$ cat src/rtl/cstc_pkg.sv
// charge safety timer configuration: register map, field layout, reset values,
// charge phases and timer limits.
// assumes a single 250 MHz clock shared by every user of the package.
package cstc_pkg;

   // register offsets on the serial control register port
   localparam logic [7:0]  OFS_FIXED_B    = 8'h0B;
   localparam logic [7:0]  OFS_PREPHASE   = 8'h0D;
   localparam logic [7:0]  OFS_SAFETY     = 8'h0E;

   // reset values
   localparam logic [15:0] FIXED_B_VAL    = 16'h00DC;
   localparam logic [6:0]  PREPHASE_RSV   = 7'h4B;
   localparam logic        PREPHASE_SEL_RST = 1'b0;
   localparam logic [7:0]  SAFETY_RST     = 8'h3D;

   // field positions
   localparam int          POS_PRE_SEL    = 7;
   localparam int          POS_FIN_HI     = 7;
   localparam int          POS_FIN_LO     = 6;
   localparam int          POS_TRK_EN     = 5;
   localparam int          POS_PRE_EN     = 4;
   localparam int          POS_FAST_EN    = 3;
   localparam int          POS_FDUR_HI    = 2;
   localparam int          POS_FDUR_LO    = 1;
   localparam int          POS_HALFRATE   = 0;

   // time base
   localparam int          CLK_PERIOD_NS  = 4;
   localparam int          SEC_NS         = 1000000000;
   localparam int          TICK_CYCLES    = SEC_NS / CLK_PERIOD_NS;
   localparam int          SEC_PER_HR     = 3600;
   localparam int          SEC_PER_MIN    = 60;

   // limits in their printed units
   localparam int          TRICKLE_HR     = 1;
   localparam int          PRE_LONG_HR    = 2;
   localparam int          PRE_SHORT_MIN  = 30;
   localparam int          FAST_HR_0      = 5;
   localparam int          FAST_HR_1      = 8;
   localparam int          FAST_HR_2      = 12;
   localparam int          FAST_HR_3      = 24;
   localparam int          FIN_MIN_1      = 15;
   localparam int          FIN_MIN_2      = 30;
   localparam int          FIN_MIN_3      = 45;

   localparam int          SEC_W          = 17;
   localparam logic [SEC_W-1:0] TRICKLE_S   = SEC_W'(TRICKLE_HR * SEC_PER_HR);
   localparam logic [SEC_W-1:0] PRE_LONG_S  = SEC_W'(PRE_LONG_HR * SEC_PER_HR);
   localparam logic [SEC_W-1:0] PRE_SHORT_S = SEC_W'(PRE_SHORT_MIN * SEC_PER_MIN);
   localparam logic [SEC_W-1:0] FAST_S_0    = SEC_W'(FAST_HR_0 * SEC_PER_HR);
   localparam logic [SEC_W-1:0] FAST_S_1    = SEC_W'(FAST_HR_1 * SEC_PER_HR);
   localparam logic [SEC_W-1:0] FAST_S_2    = SEC_W'(FAST_HR_2 * SEC_PER_HR);
   localparam logic [SEC_W-1:0] FAST_S_3    = SEC_W'(FAST_HR_3 * SEC_PER_HR);
   localparam logic [SEC_W-1:0] FIN_S_1     = SEC_W'(FIN_MIN_1 * SEC_PER_MIN);
   localparam logic [SEC_W-1:0] FIN_S_2     = SEC_W'(FIN_MIN_2 * SEC_PER_MIN);
   localparam logic [SEC_W-1:0] FIN_S_3     = SEC_W'(FIN_MIN_3 * SEC_PER_MIN);

   typedef enum logic [2:0]
   {
      PH_IDLE    = 3'b000,
      PH_TRICKLE = 3'b001,
      PH_PRE     = 3'b010,
      PH_FAST    = 3'b011,
      PH_TOPOFF  = 3'b100
   } cstc_phase_t;

endpackage

$ cat src/rtl/cstc_guard_timer.sv
// one elapsed-time counter in whole seconds with an optional half-speed mode.
// assumes the caller clears it on every phase change; only one phase runs at a time.
`timescale 1ns/10ps
module cstc_guard_timer
   import cstc_pkg::*;
#(
   parameter int TICK = TICK_CYCLES
)
(
   input  wire logic             clk,
   input  wire logic             arst_n,
   input  wire logic             ce,
   input  wire logic             clear,
   input  wire logic             run,
   input  wire logic             slow,
   input  wire logic [SEC_W-1:0] limit_s,
   output      logic             expire
);

   typedef struct packed
   {
      logic [31:0]      pre;
      logic             half;
      logic [SEC_W-1:0] sec;
      logic             done;
      logic             expire;
   } cstc_gt_st_t;

   cstc_gt_st_t q;
   cstc_gt_st_t d;

   always_comb
   begin
      d        = q;
      d.expire = 1'b0;
      if (clear)
      begin
         d.pre  = 32'h0000_0000;
         d.half = 1'b0;
         d.sec  = '0;
         d.done = 1'b0;
      end
      else if (run && !q.done)
      begin
         // half speed: prescaler only steps on every other cycle
         d.half = ~q.half;
         if (!slow || q.half)
         begin
            if (q.pre == 32'(TICK - 1))
            begin
               d.pre = 32'h0000_0000;
               d.sec = q.sec + 1'b1;
               if (q.sec + 1'b1 >= limit_s)
               begin
                  d.done   = 1'b1;
                  d.expire = 1'b1;
               end
            end
            else
            begin
               d.pre = q.pre + 32'h0000_0001;
            end
         end
      end
   end

   always_ff @(posedge clk or negedge arst_n)
   begin
      if (!arst_n)
         q <= '0;
      else if (ce)
         q <= d;
   end

   assign expire = q.expire;

endmodule

$ cat src/rtl/cstc_safety_timer.sv
// safety timer configuration registers and the phase guard timer they steer.
// assumes the charge state machine drives phase on this clock, and that the
// serial control interface delivers decoded single-cycle register strobes.
`timescale 1ns/10ps
module cstc_safety_timer
   import cstc_pkg::*;
#(
   parameter int TICK = TICK_CYCLES
)
(
   input  wire logic        clk,
   input  wire logic        arst_n,
   input  wire logic        ce,
   input  wire logic        reg_wr,
   input  wire logic        reg_rd,
   input  wire logic [7:0]  reg_addr,
   input  wire logic [7:0]  reg_wdata,
   output      logic [15:0] reg_rdata,
   input  wire logic        reg_rst,
   input  wire logic        wdog_expire,
   input  wire cstc_phase_t phase,
   input  wire logic        input_power_limiting,
   input  wire logic        thermal_reg,
   output      logic        phase_end,
   output      logic        timer_fault,
   output      logic [7:0]  safety_cfg,
   output      logic        prephase_timeout_select
);

   typedef struct packed
   {
      logic        pre_sel;
      logic [7:0]  tmr_cfg;
      logic        dpm_s1;
      logic        dpm_s2;
      logic        thr_s1;
      logic        thr_s2;
      logic [2:0]  ph_prev;
      logic        fault;
      logic [15:0] rd_data;
   } cstc_st_t;

   localparam cstc_st_t ST_RST = '{pre_sel: PREPHASE_SEL_RST, tmr_cfg: SAFETY_RST,
                                   dpm_s1: 1'b0, dpm_s2: 1'b0, thr_s1: 1'b0, thr_s2: 1'b0,
                                   ph_prev: PH_IDLE, fault: 1'b0, rd_data: 16'h0000};

   cstc_st_t         q;
   cstc_st_t         d;
   logic             run;
   logic             slow;
   logic             clear;
   logic             expire;
   logic [SEC_W-1:0] limit_s;
   logic [1:0]       finish_extend_duration;
   logic [1:0]       fast_guard_duration;
   logic             trickle_guard_enable;
   logic             prephase_guard_enable;
   logic             fast_guard_enable;
   logic             slow_guard_halfrate;

   assign finish_extend_duration = q.tmr_cfg[POS_FIN_HI:POS_FIN_LO];
   assign fast_guard_duration    = q.tmr_cfg[POS_FDUR_HI:POS_FDUR_LO];
   assign trickle_guard_enable   = q.tmr_cfg[POS_TRK_EN];
   assign prephase_guard_enable  = q.tmr_cfg[POS_PRE_EN];
   assign fast_guard_enable      = q.tmr_cfg[POS_FAST_EN];
   assign slow_guard_halfrate    = q.tmr_cfg[POS_HALFRATE];

   // limit and gating for whichever phase is running
   always_comb
   begin
      run     = 1'b0;
      limit_s = TRICKLE_S;
      case (phase)
         PH_TRICKLE:
         begin
            run     = trickle_guard_enable;
            limit_s = TRICKLE_S;
         end
         PH_PRE:
         begin
            run     = prephase_guard_enable;
            limit_s = q.pre_sel ? PRE_SHORT_S : PRE_LONG_S;
         end
         PH_FAST:
         begin
            run = fast_guard_enable;
            case (fast_guard_duration)
               2'h0:    limit_s = FAST_S_0;
               2'h1:    limit_s = FAST_S_1;
               2'h2:    limit_s = FAST_S_2;
               default: limit_s = FAST_S_3;
            endcase
         end
         PH_TOPOFF:
         begin
            run = (finish_extend_duration != 2'h0);
            case (finish_extend_duration)
               2'h1:    limit_s = FIN_S_1;
               2'h2:    limit_s = FIN_S_2;
               default: limit_s = FIN_S_3;
            endcase
         end
         default:
         begin
            run     = 1'b0;
            limit_s = TRICKLE_S;
         end
      endcase
   end

   // top-off is not among the slowed timers
   assign slow  = slow_guard_halfrate && (q.dpm_s2 || q.thr_s2) && (phase != PH_TOPOFF);
   assign clear = (phase != q.ph_prev) || reg_rst;

   cstc_guard_timer #(
      .TICK    (TICK)
   ) u_timer (
      .clk     (clk),
      .arst_n  (arst_n),
      .ce      (ce),
      .clear   (clear),
      .run     (run),
      .slow    (slow),
      .limit_s (limit_s),
      .expire  (expire)
   );

   always_comb
   begin
      d         = q;
      d.dpm_s1  = input_power_limiting;
      d.dpm_s2  = q.dpm_s1;
      d.thr_s1  = thermal_reg;
      d.thr_s2  = q.thr_s1;
      d.ph_prev = phase;
      if (reg_rst || wdog_expire)
      begin
         d.pre_sel = PREPHASE_SEL_RST;
         d.tmr_cfg = SAFETY_RST;
      end
      else if (reg_wr)
      begin
         case (reg_addr)
            OFS_PREPHASE: d.pre_sel = reg_wdata[POS_PRE_SEL];
            OFS_SAFETY:   d.tmr_cfg = reg_wdata;
            default:      d.tmr_cfg = q.tmr_cfg;
         endcase
      end
      // clear first so an expiry in the same cycle wins
      if (phase != q.ph_prev || reg_rst)
         d.fault = 1'b0;
      if (expire)
         d.fault = 1'b1;
      if (reg_rd)
      begin
         case (reg_addr)
            OFS_FIXED_B:  d.rd_data = FIXED_B_VAL;
            OFS_PREPHASE: d.rd_data = {8'h00, q.pre_sel, PREPHASE_RSV};
            OFS_SAFETY:   d.rd_data = {8'h00, q.tmr_cfg};
            default:      d.rd_data = 16'h0000;
         endcase
      end
   end

   always_ff @(posedge clk or negedge arst_n)
   begin
      if (!arst_n)
         q <= ST_RST;
      else if (ce)
         q <= d;
   end

   assign reg_rdata               = q.rd_data;
   assign phase_end               = expire;
   assign timer_fault             = q.fault;
   assign safety_cfg              = q.tmr_cfg;
   assign prephase_timeout_select = q.pre_sel;
endmodule

$ cat config.mk
export PLATFORM = sky130hd
export DESIGN_NAME = cstc_safety_timer
export DESIGN_NICKNAME = d
export VERILOG_FILES = /design/src/rtl/cstc_pkg.sv /design/src/rtl/cstc_guard_timer.sv /design/src/rtl/cstc_safety_timer.sv
export SDC_FILE = /design/constraint.sdc
export NUM_CORES = 1
export LEC_CHECK = 0
export ABC_AREA = 1
export BUFFER_PORTS_ARGS = -buffer_cell sky130_fd_sc_hd__clkbuf_2
export CAP_MARGIN = 20
export CELL_PAD_IN_SITES_DETAIL_PLACEMENT = 1
export CELL_PAD_IN_SITES_GLOBAL_PLACEMENT = 1
export CORE_ASPECT_RATIO = 0.5
export CORE_UTILIZATION = 39
export DETAILED_ROUTE_END_ITERATION = 7
export GPL_ROUTABILITY_DRIVEN = 1
export PLACE_DENSITY = 0.89
export SYNTH_ARGS = -nofsm -noshare
export SYNTH_HDL_FRONTEND = slang
export SYNTH_SLANG_ARGS = --single-unit
export TNS_END_PERCENT = 5
$ cat constraint.sdc
create_clock -name clk -period 2.15 [get_ports clk]
set_input_delay 0.1075 -clock clk [delete_from_list [all_inputs] [get_ports clk]]
set_output_delay 0.1075 -clock clk [all_outputs]
set_load 0.01 [all_outputs]
==> metrics.md <==
| Metric | Value |
|---|---|
| Kind of critical path | reg2reg |
| CTS Root Cell | clkbuf_16 |
| Clock Sinks | 77 |
| Gr usage total | approximately 29% |
| Diode count | 0 |
| Core area | between 0.01 and 0.015 mm² |
| Peak supply drop | 0.000419 V |
| Top cell by count, worst path | nand2_2 |
| WP data arrival | approximately 3.1 ns |
| Power Density | 555 mW/mm² |
| Slowest CP cell | dfrtp_1 |
| Flops & latches, synth | 77 |
| Gate Count Post-Synth | 903 |
| Setup violators final | 19 |
| Dpl ws | -0.309 ns |
| Number of flops mapped to enable cells by yosys | 0 |
| Max Cap Viol | 0 |
| Most common cell in the netlist | nand2_1 |
| Placement Rows | 31 |
| GR Overflow Total | 0 |
| DRT Wirelength | 24600 µm |
| Hold WC Path Type | in2reg |
| Cts bufs inserted | 9 |
| Max Slew Vio Count | 0 |
| PortBufs | 46 |
| Area occupied by multi-input gates | ~0.0035 mm² |
| Static Leak | about 3.5 nW |
| DRT iter0 DRCs | around 530 |
| Vias in the first global route | between 7000 and 8000 |
| Fraction of registers with async set/reset | 100% |
| CP peak stage delay | 0.46 ns |
| Delay-heaviest family, CP | simple AND/OR/NAND/NOR gates |
| Starting density of the core | between 40 and 50% |
| Crit path launch type | register |
| Post-DRT Antenna Nets | 0 |
| Die ar. | around 0.016 mm² |
| First-pass GRT wire length | ~35000 µm |
| Layout Nets | 1054 |
| Fill cells | about 1900 |
| DR WL/cell | around 21 µm |
| Count of unique library cells instantiated by Yosys | 37 |
| Die W | 176 µm |
| Synth Area per Inst | 6.54 µm² |
| Clk slew on worst S/H paths | about 0.07 ns |
| RSZ-0062 raised after global routing | yes |
| Largest net degree at the start of global routing | 48 |
| Setup TNS | -2.66 ns |
| Max H-tree Level | 3 |
| Share of cells above drive strength 1 | a little under a fifth |
| CTS tree | done |
| Reg area | roughly 0.0019 mm² |
| Synth area leaders | dfrtp_1 (31%), nand2_1 (19%), nor2_1 (8.8%), inv_1 (6.5%), nand3_1 (6.3%) |
| Crit path required time | approximately 2.4 ns |
| Initial antenna violation count | 0 |
| Final Util | between 40% and 50% |
| Worst-margin pin slew | approximately 1.1 ns |
| Period utilisation layout | 131% |
| Worst path bufs/invs | 0 |
| Yosys warnings | 0 |
| DP HPWL | 14600 µm |
| CP Cell Sequence | ha_4 -> nand3_4 -> nor2_4 -> nand2_4 -> nor2_4 -> nand2_2 -> xor2_2 -> ha_1 -> nand2_2 -> nor3_4 -> nand2_2 -> nand2_1 -> nand3_1 -> a21oi_1 |
| Area Overhead vs Synth | 22.9% |
| Slew headroom | about a quarter |
| Final Hold Fails | 0 |
| Vias per inst | 5.69 |
| Crit path max fanout | 3 |
| GPL Wtd Cong | roughly 0.9 |
| Netlist Area Pre-Place | 0.00591 mm² |
| Via count | roughly 7000 |
| Clock Latency Late Sink | between 0.3 and 0.4 ns |
| IO Pins | between 50 and 60 |
| Skew final | approximately 0.012 ns |
| Sequential-to-total area share from yosys stat | between 30 and 40% |
| R2r setup slk | -0.67 ns |
| Minimum clock period | 2.82 ns |
| Cell taking the most area after synthesis | dfrtp_1 |
| Final worst slack | -0.675 ns |
| Top_reg_cell synth | dfrtp_1 |
| Die Y | just under 90 µm |
| Max clock buf depth | 2 |
| Drt pass-1 iters | 6 |
| Post-route DRC | 0 |
| Share of the synthesized area in the top cell type | 30.5% |
| Commonest cells post-synth | nand2_1 (295), nor2_1 (139), inv_1 (102), nand3_1 (74), dfrtp_1 (72) |
| Peak Freq | ~350 MHz |
| Run status | complete, but fails checks |
| CP Capture Type | register |
| Violated checks | setup timing |
==> report_power, final <==
| part | switching [mW] | internal (mW) |
|---|---|---|
| sequential | 0.0533 | 1.51 |
| clock | 0.680 | 1.14 |
| combinational | 0.448 | 0.203 |
| total | 1.18 | 2.85 |
==> final timing paths <==
| check | startpoint | end | depth (start not counted) |
|---|---|---|---|
| setup / recovery | u_timer.q[3] | u_timer.expire | 14 |
| hold / removal | reg_wdata[2] | safety_cfg[2] | 3 |
| setup reg to reg | u_timer.q[3] | u_timer.expire | 14 |
| hold reg to reg | q[20] | q[20] | 2 |
| max in group asynchronous | arst_n | safety_cfg[0] | 3 |
| min in group asynchronous | arst_n | u_timer.q[48] | 2 |
==> kinds of logic after synthesis <==
kind of cell / after synthesis / share of synthesized area, %
AND/OR/NAND/NOR: 562 / 40.2
buffers and inverters: 145 / 11.8
flip-flops: 77 / 32.7
AO/OA/AOI/OAI: 76 / 7.22
adder cells (fa/ha/maj): 28 / 5.93
XOR/XNOR: 14 / 2.08
other: 1 / 0.0635
==> stage by stage <==
step | total power, mW | std cells | area [µm²] | hold WS, ns
after global placement | 2.11 | 1168 | 6600 | 0.136
after floorplan | 1.94 | 910 | 5970 | -0.188
after CTS | 3.97 | 1197 | 7170 | 0.00821
after global routing | 4.15 | 1201 | 7260 | 0.0418
final | 4.03 | 1201 | 7260 | 0.00710
after detailed placement | 2.14 | 1168 | 6600 | 0.139
==> what timing repair did <==
item	in CTS	in global routing
setup buffers	9	4
hold buffers	4	0
endpoints found under the setup margin	2	13
gates cloned	0	0
endpoints found under the hold margin	39	0
resized for setup	26	14
pin swaps	16	10
==> layout make-up <==
cell class	instances	share of cell area (%)
Clock inverter	6	1.55
Timing Repair Buffer	119	11.5
Multi-Input combinational cell	688	48.4
Tap cell	198	3.41
Clock buffer	10	3.15
Inverter	103	5.33
Sequential cell	77	26.7
==> routing by layer <==
metal	track usage (%)	part of all wire, %	up-vias
met5	0	0	-
met4	17.1	5.6	0
met3	5.82	5.7	123
met2	51.3	48	306
met1	33.1	41	3396
li1	-	-	3014
==> cell usage in the layout (no fill, tap or decap), drive strengths merged <==
cell type,netlist,routed
o22a,1,1
nand3b,1,1
nor3,12,12
a21o,1,1
nor2,146,146
o31ai,1,1
inv,103,103
o21bai,4,4
o211ai,2,2
o21ai,38,38
bufinv,0,3
clkinv,0,3
dfrtp,72,72
conb,1,8
nand3,76,76
nand2,300,300
ha,28,28
dlygate4sd3,0,4
a22o,1,1
nand4,24,24
buf,40,70
xor2,10,10
o22ai,2,2
or2,3,3
clkbuf,2,55
dfstp,5,5
a211oi,2,2
a21oi,24,24
xnor2,4,4
==> flip-flops by register name, indices dropped and copies added (netlist names) <==
| name | count |
|---|---|
| reg_rdata | 8 |
| prephase_timeout_select | 1 |
| u_timer.expire | 1 |
| q | 5 |
| safety_cfg | 8 |
| d | 2 |
| timer_fault | 1 |
| u_timer.q | 51 |
==> worst min-delay path, cell delays in order <==
cell      delay (ns)
clkbuf_2        0.08
o21ai_0         0.07
o21ai_0         0.07
(Power assumes the default switching activity.)
